## src/usb_pkg.sv

```systemverilog
/*
 * Package for the serial status and baud generator block: register offsets,
 * field positions, reset values and parity mode codes.
 * Assumes a 32-bit APB with byte addresses; each register sits in one aligned word.
 */
package usb_pkg;
    // Printed offsets are not all multiples of four, so each is an index; byte address is index times four.
    localparam logic [15:0] USB_IDX_RX_ERROR_STATUS   = 16'hff93;
    localparam logic [15:0] USB_IDX_TX_STATUS         = 16'hff95;
    localparam logic [15:0] USB_IDX_BASE_CLOCK_SELECT = 16'hff96;
    localparam logic [15:0] USB_IDX_BASE_DIVISOR      = 16'hff97;
    localparam logic [15:0] USB_IDX_SERIAL_MODE_CTRL  = 16'hff90;
    localparam logic [15:0] USB_IDX_TRANSMIT_BUFFER   = 16'hff91;
    localparam logic [15:0] USB_IDX_RECEIVE_BUFFER    = 16'hff92;
    localparam logic [17:0] USB_ADDR_RX_ERROR_STATUS   = {USB_IDX_RX_ERROR_STATUS, 2'b00};
    localparam logic [17:0] USB_ADDR_TX_STATUS         = {USB_IDX_TX_STATUS, 2'b00};
    localparam logic [17:0] USB_ADDR_BASE_CLOCK_SELECT = {USB_IDX_BASE_CLOCK_SELECT, 2'b00};
    localparam logic [17:0] USB_ADDR_BAUD_DIVISOR      = {USB_IDX_BASE_DIVISOR, 2'b00};
    localparam logic [17:0] USB_ADDR_SERIAL_MODE_CTRL  = {USB_IDX_SERIAL_MODE_CTRL, 2'b00};
    localparam logic [17:0] USB_ADDR_TRANSMIT_BUFFER   = {USB_IDX_TRANSMIT_BUFFER, 2'b00};
    localparam logic [17:0] USB_ADDR_RECEIVE_BUFFER    = {USB_IDX_RECEIVE_BUFFER, 2'b00};
    // Error status bits.
    localparam int USB_BIT_PARITY_ERR  = 2;
    localparam int USB_BIT_FRAMING_ERR = 1;
    localparam int USB_BIT_OVERRUN     = 0;
    // Transmit status bits.
    localparam int USB_BIT_TX_BUFFER_FULL = 1;
    localparam int USB_BIT_TX_SHIFT_BUSY  = 0;
    // Mode control bits.
    localparam int USB_BIT_POWER   = 7;
    localparam int USB_BIT_TX_EN   = 6;
    localparam int USB_BIT_RX_EN   = 5;
    localparam int USB_BIT_PAR_HI  = 4;
    localparam int USB_BIT_PAR_LO  = 3;
    localparam int USB_BIT_CHAR8   = 2;
    localparam int USB_BIT_STOP2   = 1;
    // Reset values, prescale code limit and divisor minimum.
    localparam logic [7:0] USB_RST_MODE_CTRL = 8'h01;
    localparam logic [7:0] USB_RST_CLK_SEL   = 8'h00;
    localparam logic [7:0] USB_RST_DIVISOR   = 8'hff;
    localparam logic [3:0] USB_PRESCALE_MAX  = 4'hb;
    localparam logic [7:0] USB_DIVISOR_MIN   = 8'h08;
    // Parity mode codes.
    typedef enum logic [1:0] {
        USB_PAR_NONE = 2'h0,
        USB_PAR_ZERO = 2'h1,
        USB_PAR_ODD  = 2'h2,
        USB_PAR_EVEN = 2'h3
    } usb_parity_type;
endpackage

```

## src/usb_uart_status.sv

```systemverilog
/*
 * Serial transceiver status and baud generation: error flags, transmit buffer
 * and shifter status, base clock prescaler, 8-bit divisor, and a simple
 * transmit and receive framer that produces the events behind the flags.
 * Assumes an APB master on core_clk and an asynchronous receive line.
 */
// Functional notes
// - Parity mismatch on completed reception sets parity error bit 2.
// - Missing high stop bit on completed reception sets framing error bit 1.
// - Character completing while buffer unread sets overrun bit 0.
// - Error flags clear on status read and while power and receive are off.
// - On overrun the new character is dropped, buffer keeps old data.
// - Only the first stop bit is checked, whatever stop count is set.
// - Parity error evaluation follows the parity mode field.
// - Buffer full sets on write, clears on transfer or power/transmit off.
// - Shift busy sets on transfer, clears at frame end with nothing pending.
// - Transmit status reads zero while power or transmit enable is off.
// - Base clock is peripheral clock over two to the code, codes 0 to 11.
// - Eight-bit counter divides base clock by k from 8 to 255.
// - Bit rate is the counter output frequency halved.
// - Rewriting the same clock select or divisor value does not disturb traffic.
// - Reset sets divisor to ff and clock select to 00.
// - Error status reads zero while power or receive enable is off.
// - Status registers are read-only whole bytes; writes leave flags alone.
// - Zero parity mode never judges parity, so no parity error.
// - Power off stops the clock and resets status and receive buffer; flags reset only if receive enable is also off.
`timescale 1ns/100ps
module usb_uart_status
    import usb_pkg::*;
(
    input  wire logic        core_clk,
    input  wire logic        rst_n,
    input  wire logic        psel,
    input  wire logic        penable,
    input  wire logic        pwrite,
    input  wire logic [31:0] paddr,
    input  wire logic [31:0] pwdata,
    input  wire logic [3:0]  pstrb,
    output logic      [31:0] prdata,
    output logic             pready,
    output logic             pslverr,
    input  wire logic        rx_line,
    output logic             tx_line
);
    typedef enum logic [1:0] {USB_IDLE, USB_DATA, USB_PAR, USB_STOP} usb_fsm_type;

    logic [7:0] mode_reg;
    logic [7:0] clk_sel_reg;
    logic [7:0] divisor_reg;
    logic [7:0] receive_buffer_reg;
    logic       rx_full_reg;
    logic [2:0] err_reg;
    logic [7:0] transmit_buffer_reg;
    logic       tx_buffer_full_reg;
    logic       tx_shift_busy_reg;
    logic [10:0] pre_cnt_reg;
    logic [7:0] div_cnt_reg;
    logic       half_reg;
    logic [2:0] rx_sync_reg;
    logic       rx_stable_reg;

    logic       unit_power_on;
    logic       transmit_enable;
    logic       receive_enable;
    usb_parity_type parity_mode;
    logic       base_tick;
    logic       div_tick;
    logic       sample_tick;
    logic       bit_tick;
    logic       wr_en;
    logic       rd_en;
    logic       tx_reg_write;
    logic       err_read;
    logic       rx_done;
    logic       rx_par_bad;
    logic       rx_frm_bad;
    logic [7:0] rx_char;
    logic       tx_frame_end;
    logic       tx_load;
    logic [17:0] word_addr;

    assign unit_power_on   = mode_reg[USB_BIT_POWER];
    assign transmit_enable = unit_power_on && mode_reg[USB_BIT_TX_EN];
    assign receive_enable  = unit_power_on && mode_reg[USB_BIT_RX_EN];
    assign parity_mode     = usb_parity_type'(mode_reg[USB_BIT_PAR_HI:USB_BIT_PAR_LO]);

    // Decides whether a bus address hits a given register word.
    function automatic logic hit(input logic [17:0] a, input logic [17:0] reg_addr);
        hit = (a == reg_addr);
    endfunction

    // Zero-wait APB slave; unmapped addresses answer with pslverr.
    assign word_addr    = {paddr[17:2], 2'b00};
    assign pready       = 1'b1;
    assign wr_en        = psel && penable && pwrite;
    assign rd_en        = psel && penable && !pwrite;
    assign tx_reg_write = wr_en && pstrb[0] && hit(word_addr, USB_ADDR_TRANSMIT_BUFFER);
    assign err_read     = rd_en && hit(word_addr, USB_ADDR_RX_ERROR_STATUS);

    always_comb begin
        if (paddr[31:18] != 14'h0000) begin
            pslverr = psel && penable;
        end else if (hit(word_addr, USB_ADDR_RX_ERROR_STATUS) || hit(word_addr, USB_ADDR_TX_STATUS) ||
                     hit(word_addr, USB_ADDR_BASE_CLOCK_SELECT) || hit(word_addr, USB_ADDR_BAUD_DIVISOR) ||
                     hit(word_addr, USB_ADDR_SERIAL_MODE_CTRL) || hit(word_addr, USB_ADDR_TRANSMIT_BUFFER) ||
                     hit(word_addr, USB_ADDR_RECEIVE_BUFFER)) begin
            pslverr = 1'b0;
        end else begin
            pslverr = psel && penable;
        end
    end

    // Read data is registered in the setup phase so the data output comes from flops.
    always_ff @(posedge core_clk) begin
        if (!rst_n) begin
            prdata <= 32'h0000_0000;
        end else if (psel && !penable) begin
            if (hit(word_addr, USB_ADDR_RX_ERROR_STATUS)) begin
                prdata <= {29'h0, receive_enable ? err_reg : 3'h0};
            end else if (hit(word_addr, USB_ADDR_TX_STATUS)) begin
                prdata <= {30'h0, tx_buffer_full_reg, tx_shift_busy_reg};
            end else if (hit(word_addr, USB_ADDR_BASE_CLOCK_SELECT)) begin
                prdata <= {24'h0, clk_sel_reg};
            end else if (hit(word_addr, USB_ADDR_BAUD_DIVISOR)) begin
                prdata <= {24'h0, divisor_reg};
            end else if (hit(word_addr, USB_ADDR_SERIAL_MODE_CTRL)) begin
                prdata <= {24'h0, mode_reg};
            end else if (hit(word_addr, USB_ADDR_RECEIVE_BUFFER)) begin
                prdata <= {24'h0, receive_buffer_reg};
            end else begin
                prdata <= 32'h0000_0000;
            end
        end
    end

    // Control registers; status words ignore writes.
    always_ff @(posedge core_clk) begin
        if (!rst_n) begin
            mode_reg    <= USB_RST_MODE_CTRL;
            clk_sel_reg <= USB_RST_CLK_SEL;
            divisor_reg <= USB_RST_DIVISOR;
        end else if (wr_en && pstrb[0]) begin
            if (hit(word_addr, USB_ADDR_SERIAL_MODE_CTRL)) begin
                mode_reg <= pwdata[7:0];
            end else if (hit(word_addr, USB_ADDR_BASE_CLOCK_SELECT)) begin
                clk_sel_reg <= {4'h0, pwdata[3:0]};
            end else if (hit(word_addr, USB_ADDR_BAUD_DIVISOR)) begin
                divisor_reg <= pwdata[7:0];
            end
        end
    end

    // Prescaler: a free counter whose bit code-1 rising to one marks a base clock tick.
    // A same-value rewrite leaves the counters untouched, so traffic is undisturbed.
    always_ff @(posedge core_clk) begin
        if (!rst_n || !unit_power_on) begin
            pre_cnt_reg <= 11'h000;
        end else begin
            pre_cnt_reg <= pre_cnt_reg + 11'h001;
        end
    end

    always_comb begin
        if (clk_sel_reg[3:0] == 4'h0) begin
            base_tick = unit_power_on;
        end else if (clk_sel_reg[3:0] > USB_PRESCALE_MAX) begin
            base_tick = 1'b0;
        end else begin
            base_tick = unit_power_on && (pre_cnt_reg & ((11'h001 << (clk_sel_reg[3:0] - 4'h1)) - 11'h001)) == 11'h000
                        && pre_cnt_reg[clk_sel_reg[3:0] - 4'h1] == 1'b1;
        end
    end

    // Divisor counter; each output tick is half a bit, so two make one bit.
    always_ff @(posedge core_clk) begin
        if (!rst_n || !unit_power_on) begin
            div_cnt_reg <= 8'h00;
            half_reg    <= 1'b0;
        end else if (base_tick) begin
            if (div_cnt_reg >= divisor_reg - 8'h01 || divisor_reg < USB_DIVISOR_MIN) begin
                div_cnt_reg <= 8'h00;
                half_reg    <= !half_reg;
            end else begin
                div_cnt_reg <= div_cnt_reg + 8'h01;
            end
        end
    end
    assign div_tick    = base_tick && (div_cnt_reg >= divisor_reg - 8'h01) && divisor_reg >= USB_DIVISOR_MIN;
    assign bit_tick    = div_tick && half_reg;
    assign sample_tick = div_tick && !half_reg;

    // Three-stage receive synchroniser; a change counts once stages two and three agree.
    always_ff @(posedge core_clk) begin
        if (!rst_n) begin
            rx_sync_reg   <= 3'b111;
            rx_stable_reg <= 1'b1;
        end else begin
            rx_sync_reg <= {rx_sync_reg[1:0], unit_power_on ? rx_line : 1'b1};
            if (rx_sync_reg[1] == rx_sync_reg[2]) begin
                rx_stable_reg <= rx_sync_reg[2];
            end
        end
    end

    // Receive framer: start, data, optional parity, one stop, sampled once per bit.
    // The divider runs free and is not realigned on the start edge, so the sample point
    // may sit anywhere within a bit; one divider serves both directions, at the cost of
    // little margin against a partner whose clock differs.
    usb_fsm_type rx_state_reg;
    logic [3:0]  rx_cnt_reg;
    logic [7:0]  rx_shift_reg;
    logic        rx_par_reg;
    logic [3:0]  rx_bits;
    assign rx_bits = mode_reg[USB_BIT_CHAR8] ? 4'h8 : 4'h7;

    always_ff @(posedge core_clk) begin
        if (!rst_n || !receive_enable) begin
            rx_state_reg  <= USB_IDLE;
            rx_cnt_reg    <= 4'h0;
            rx_shift_reg  <= 8'h00;
            rx_par_reg    <= 1'b0;
        end else if (sample_tick) begin
            case (rx_state_reg)
                USB_IDLE: begin
                    // A second confirming sample would already fall in data bit 0, so one low sample starts a frame.
                    if (!rx_stable_reg) begin
                        rx_state_reg <= USB_DATA;
                        rx_cnt_reg   <= 4'h0;
                        rx_par_reg   <= 1'b0;
                    end
                end
                USB_DATA: begin
                    rx_shift_reg <= {rx_stable_reg, rx_shift_reg[7:1]};
                    rx_par_reg   <= rx_par_reg ^ rx_stable_reg;
                    rx_cnt_reg   <= rx_cnt_reg + 4'h1;
                    if (rx_cnt_reg == rx_bits - 4'h1) begin
                        rx_state_reg <= (parity_mode == USB_PAR_NONE) ? USB_STOP : USB_PAR;
                    end
                end
                USB_PAR: begin
                    rx_par_reg   <= rx_par_reg ^ rx_stable_reg;
                    rx_state_reg <= USB_STOP;
                end
                USB_STOP: begin
                    rx_state_reg <= USB_IDLE;
                end
                default: begin
                    rx_state_reg <= USB_IDLE;
                end
            endcase
        end
    end

    assign rx_done    = sample_tick && rx_state_reg == USB_STOP;
    assign rx_frm_bad = !rx_stable_reg;
    // Odd mode wants an odd total of ones, even mode an even total.
    assign rx_par_bad = (parity_mode == USB_PAR_ODD)  ? !rx_par_reg :
                        (parity_mode == USB_PAR_EVEN) ? rx_par_reg : 1'b0;
    assign rx_char    = mode_reg[USB_BIT_CHAR8] ? rx_shift_reg : {1'b0, rx_shift_reg[7:1]};

    // Receive buffer holds the oldest unread character; overrun drops the new one.
    always_ff @(posedge core_clk) begin
        if (!rst_n || !unit_power_on) begin
            receive_buffer_reg <= 8'h00;
            rx_full_reg        <= 1'b0;
        end else if (rx_done && !rx_full_reg) begin
            receive_buffer_reg <= rx_char;
            rx_full_reg        <= 1'b1;
        end else if (rd_en && hit(word_addr, USB_ADDR_RECEIVE_BUFFER)) begin
            rx_full_reg <= 1'b0;
        end
    end

    // Error flags; a new event beats the read that clears them.
    always_ff @(posedge core_clk) begin
        if (!rst_n || (!unit_power_on && !mode_reg[USB_BIT_RX_EN])) begin
            err_reg <= 3'h0;
        end else if (rx_done) begin
            err_reg[USB_BIT_PARITY_ERR]  <= rx_par_bad || (err_reg[USB_BIT_PARITY_ERR] && !err_read);
            err_reg[USB_BIT_FRAMING_ERR] <= rx_frm_bad || (err_reg[USB_BIT_FRAMING_ERR] && !err_read);
            err_reg[USB_BIT_OVERRUN]     <= rx_full_reg || (err_reg[USB_BIT_OVERRUN] && !err_read);
        end else if (err_read) begin
            err_reg <= 3'h0;
        end
    end

    // Transmitter: buffer to shifter, then start, data, parity and stop bits.
    logic [10:0] tx_shift_reg;
    logic [3:0]  tx_left_reg;
    logic        tx_par;
    logic [3:0]  tx_len;
    logic [10:0] tx_frame;

    assign tx_par = (parity_mode == USB_PAR_ODD)  ? !(^transmit_buffer_reg[6:0] ^ (mode_reg[USB_BIT_CHAR8] &
                                                     transmit_buffer_reg[7])) :
                    (parity_mode == USB_PAR_EVEN) ? (^transmit_buffer_reg[6:0] ^ (mode_reg[USB_BIT_CHAR8] &
                                                     transmit_buffer_reg[7])) : 1'b0;
    always_comb begin
        tx_frame = 11'h7ff;
        tx_len   = 4'h1 + (mode_reg[USB_BIT_CHAR8] ? 4'h8 : 4'h7) + (parity_mode != USB_PAR_NONE ? 4'h1 : 4'h0)
                   + (mode_reg[USB_BIT_STOP2] ? 4'h2 : 4'h1);
        if (mode_reg[USB_BIT_CHAR8]) begin
            tx_frame[8:0] = {transmit_buffer_reg, 1'b0};
        end else begin
            tx_frame[7:0] = {transmit_buffer_reg[6:0], 1'b0};
        end
        if (parity_mode != USB_PAR_NONE) begin
            tx_frame[rx_bits + 4'h1] = tx_par;
        end
    end

    assign tx_frame_end = bit_tick && tx_shift_busy_reg && tx_left_reg == 4'h1;
    assign tx_load      = tx_buffer_full_reg && (!tx_shift_busy_reg || tx_frame_end) && bit_tick;

    always_ff @(posedge core_clk) begin
        if (!rst_n || !transmit_enable) begin
            tx_shift_reg      <= 11'h7ff;
            tx_left_reg       <= 4'h0;
            tx_shift_busy_reg <= 1'b0;
        end else if (tx_load) begin
            tx_shift_reg      <= tx_frame;
            tx_left_reg       <= tx_len;
            tx_shift_busy_reg <= 1'b1;
        end else if (bit_tick && tx_shift_busy_reg) begin
            tx_shift_reg <= {1'b1, tx_shift_reg[10:1]};
            tx_left_reg  <= tx_left_reg - 4'h1;
            if (tx_frame_end) begin
                tx_shift_busy_reg <= 1'b0;
            end
        end
    end

    always_ff @(posedge core_clk) begin
        if (!rst_n || !transmit_enable) begin
            transmit_buffer_reg <= 8'h00;
            tx_buffer_full_reg  <= 1'b0;
        end else if (tx_reg_write) begin
            transmit_buffer_reg <= pwdata[7:0];
            tx_buffer_full_reg  <= 1'b1;
        end else if (tx_load) begin
            tx_buffer_full_reg <= 1'b0;
        end
    end

    // Line idles high whenever the shifter is not busy.
    always_ff @(posedge core_clk) begin
        if (!rst_n) begin
            tx_line <= 1'b1;
        end else begin
            tx_line <= tx_shift_busy_reg ? tx_shift_reg[0] : 1'b1;
        end
    end

    chk_tx_off_zero: assert property (@(posedge core_clk) disable iff (!rst_n)
        !transmit_enable |=> !tx_buffer_full_reg && !tx_shift_busy_reg) else $error("tx status not cleared");
    chk_write_sets_full: assert property (@(posedge core_clk) disable iff (!rst_n)
        tx_reg_write && transmit_enable |=> tx_buffer_full_reg) else $error("buffer full not set");
    chk_overrun_keeps: assert property (@(posedge core_clk) disable iff (!rst_n)
        rx_done && rx_full_reg |=> $stable(receive_buffer_reg) && err_reg[0]) else $error("overrun mishandled");
    chk_read_clears: assert property (@(posedge core_clk) disable iff (!rst_n)
        err_read && !rx_done |=> err_reg == 3'h0) else $error("errors not cleared");
    chk_zero_parity: assert property (@(posedge core_clk) disable iff (!rst_n)
        rx_done && parity_mode == USB_PAR_ZERO |=> !$rose(err_reg[2])) else $error("zero parity judged");
    chk_framing_set: assert property (@(posedge core_clk) disable iff (!rst_n)
        rx_done && !rx_stable_reg |=> err_reg[1]) else $error("framing not flagged");
    chk_load_busy: assert property (@(posedge core_clk) disable iff (!rst_n)
        tx_load && transmit_enable |=> tx_shift_busy_reg && !tx_buffer_full_reg) else $error("load failed");
    chk_power_reset: assert property (@(posedge core_clk) disable iff (!rst_n)
        !unit_power_on |=> !rx_full_reg && div_cnt_reg == 8'h00) else $error("power off reset failed");
    chk_div_bound: assert property (@(posedge core_clk) disable iff (!rst_n)
        divisor_reg >= USB_DIVISOR_MIN |-> div_cnt_reg < divisor_reg) else $error("divisor overran");
    cov_rx_done: cover property (@(posedge core_clk) rx_done);
    cov_overrun: cover property (@(posedge core_clk) rx_done && rx_full_reg);
    cov_back_to_back: cover property (@(posedge core_clk) tx_load && tx_frame_end);
endmodule

```

## config.mk

```make
export PLATFORM = sky130hd
export DESIGN_NAME = usb_uart_status
export DESIGN_NICKNAME = d
export VERILOG_FILES = /design/src/usb_pkg.sv /design/src/usb_uart_status.sv
export SDC_FILE = /design/constraint.sdc
export NUM_CORES = 1
export LEC_CHECK = 0
export ABC_AREA = 1
export BUFFER_PORTS_ARGS = -buffer_cell sky130_fd_sc_hd__buf_4
export CAP_MARGIN = 20
export CORE_UTILIZATION = 57
export CTS_CLUSTER_SIZE = 30
export DETAILED_ROUTE_END_ITERATION = 7
export PLACE_DENSITY = 0.93
export SETUP_SLACK_MARGIN = 0.3
export SLEW_MARGIN = 20
export SYNTH_ARGS = -nofsm -noshare
export SYNTH_HDL_FRONTEND = slang
export SYNTH_SLANG_ARGS = --single-unit
```

## constraint.sdc

```tcl
create_clock -name core_clk -period 3.6 [get_ports core_clk]
set_input_delay 0.36 -clock core_clk [delete_from_list [all_inputs] [get_ports core_clk]]
set_output_delay 0.36 -clock core_clk [all_outputs]
set_load 0.02 [all_outputs]
```

==> reports/metrics.cfg <==
[run_status]
status = finished clean

[yosys]
synth_edf_count = 0
ys_seq_elements = 104
ys_top_cells_by_area = dfxtp_1 34%, nand2_1 9.3%, inv_1 6.5%, a21oi_1 6.0%, nor2_1 5.7%
synthCells = 861
yosysTopAreaCell = dfxtp_1
synth-main-ff-cell = dfxtp_1
ys_warn_count = 0
synth_cell_types = 46
synth_area_um2 = 6075
ys_seq_area_share_pct = 34.27
syn_avg_cell_area_um2 = 7.055
async_flop_share_pct = 0
synth_top_area_share_pct = 34.27

[place]
routabilityCongestion = 0.9162
post-dp-hpwl_um = 10590
portBuffers = 54

[clock_network]
root_buffer = clkbuf_8
clk_path_buf_depth = 2
clock-sinks = 104
cts_tree = yes
cts_buffers = 9
cts.htree.levels = 3
clk_latency_ns = 0.39
clkSlewWorstSetupHoldPaths_ns = 0.11

[worst_hold_path]
hp-class = in2reg

[global_routing]
grt_pass1_wl_um = 23850
grt_max_degree = 22
gr-total-overflow = 0
grt.total_usage_pct = 26.56
grt_pass1_vias = 5275
antenna_found_initial = 0

[cells_and_area]
layout.nets = 1025
register_area_um2 = 2086
largest_register_ffs = 11
antenna_cells = 0
fill_cells = 858
fin_util_pct = 67.03
area_delta_synth_final_pct = 13.92
multiInputGateArea_um2 = 3433
drive_gt1_share_pct = 14.52

[setup_path]
crit_arrival_ns = 3.44
cp.required_ns = 3.88
startpoint_type = flop
endpoint_kind = flop
cp_max_fo = 16
crit_type = reg2reg

[drt]
routed_via_density = 5.614
final_antenna_net_count = 0
remaining_drc_errors = 0
drtIter0Drc = 471
postRouteWirelength_um = 14960
num_vias = 5985
wl_per_cell_um = 14.03
first_pass_iters = 5

[die]
die-area_um2 = 11070
ios = 109
initial_utilization_pct = 58.84
rows = 37
die_h_um = 105.2
die_w_um = 105.2
core_um2 = 10320

[timing]
slew_headroom_pct = 48.41
post-route-period-util_pct = 87.86
tns_ns = 0
finalHoldViolCount = 0
slew_viol_final = 0
fmax_mhz = 316.2
tightestPinTransition_ns = 0.7667
fin_crit_ns = 3.163
setup_viol = 0
grt_setup_unrepaired = no
finClkSkew_ns = 0.02219

[flow_run]
cap_violations = 0

[power_and_ir_drop]
power.leakage_nw = 2.872
power.density_nw_per_um2 = 312.9
ir_drop_v = 0.0002874

worst max-delay path, stage by stage (launching register included):
cell	delay (ns)
dfxtp_4	0.39
inv_4	0.08
ha_4	0.15
inv_1	0.05
nand2_1	0.09
nand2_4	0.10
nor2_4	0.13
nand2_2	0.09
ha_1	0.29
o22ai_1	0.08
a21oi_1	0.12
nand2_1	0.07
nor2_1	0.10
nand3_1	0.08
nor2_1	0.09
nand3_1	0.11
nand2_2	0.14
nand3_4	0.15
nor2_4	0.23
buf_4	0.15
nand2_4	0.10
o21ai_0	0.21
a21oi_1	0.07
final cells by class:
| class | instances | area share [%] |
|---|---|---|
| multi-input combinational | 626 | 49.61 |
| sequential | 104 | 30.14 |
| timing repair buffer | 69 | 7.666 |
| inverter | 115 | 6.346 |
| tap | 136 | 2.459 |
| clock inverter | 7 | 1.989 |
| clock buffer | 9 | 1.790 |
routing by layer:
metal | GRT usage [%] | share of wire [%]
met1 | 34.20 | 42
met2 | 44.83 | 47
met3 | 4.082 | 8.3
met4 | 9.859 | 3.0
met5 | 0 | 0
layout by cell type, fill, tap and decap left out, types with 24 or more instances in the layout:
master and n:
ha_1 24, inv_1 104, buf_4 68, a21oi_1 73, nor2_1 91, o21ai_0 49
nand3_1 53, nand2_1 149, dfxtp_1 103, conb_1 25
power by group:
group	total, W	internal [W]	switching [W]
combinational	0.0000942	0.0000365	0.0000578
clock	0.000921	0.000478	0.000442
sequential	0.00115	0.00115	0.000000608
through the flow:
stage	instance area, um^2	instances	hold WS, ns	power (W)	setup WS [ns]
5_1_grt	6920	1066	0.1573	0.002224	0.2196
6_report	6920	1066	0.1643	0.002165	0.4371
3_5_place_dp	6500	1038	0.4031	0.001270	0.2202
3_3_place_gp	6500	1038	0.3961	0.001269	0.3067
2_1_floorplan	6161	884	0.3925	0.001239	0.7406
4_1_cts	6790	1055	0.1612	0.002168	0.2659
cell families after synthesis:
| kind of cell | count (synthesis) | synth area share, % |
|---|---|---|
| buffers and inverters | 155 | 11.49 |
| XOR/XNOR | 20 | 2.884 |
| AND/OR/NAND/NOR | 376 | 28.77 |
| other | 2 | 0.1236 |
| flip-flops | 104 | 34.27 |
| AO/OA/AOI/OAI | 178 | 16.97 |
| adder cells (fa/ha/maj) | 26 | 5.479 |
timing repair:
item | CTS | global route
setup endpoints to repair | 28 | 51
gates resized for setup | 4 | 22
hold buffers | 0 | 0
buffers inserted | 1 | 10
hold endpoints to repair | 0 | 0
gates cloned | 0 | 1
pin swaps | 0 | 6
cell usage after synthesis (2+ instances only):
library cell	number
a211oi_1	6
a21oi_1	73
a221oi_1	2
a31oi_1	3
and3_1	4
buf_4	25
buf_6	3
clkbuf_1	12
clkinv_1	4
conb_1	2
dfxtp_1	104
ha_1	25
inv_1	106
inv_2	5
nand2_1	150
nand2_2	14
nand2_4	3
nand3_1	53
nand3b_1	2
nand4_1	11
nor2_1	92
nor2_2	4
nor2_4	5
nor3_1	17
nor3b_1	2
nor4_1	9
o2111ai_1	9
o211ai_1	15
o21ai_0	59
o221ai_1	4
o22ai_1	2
or2_2	4
xnor2_1	5
xor2_1	15
path summary, 6_finish.rpt:
check                 start               to  slack, ns  depth (start not counted)
max          clk_sel_reg[1]  rx_shift_reg[6]       0.44                         22
min                 rx_line   rx_sync_reg[0]       0.16                          2
max reg2reg  clk_sel_reg[1]  rx_shift_reg[6]       0.44                         22
min reg2reg  rx_sync_reg[0]   rx_sync_reg[1]       0.42                          1
(Power assumes the default switching activity.)
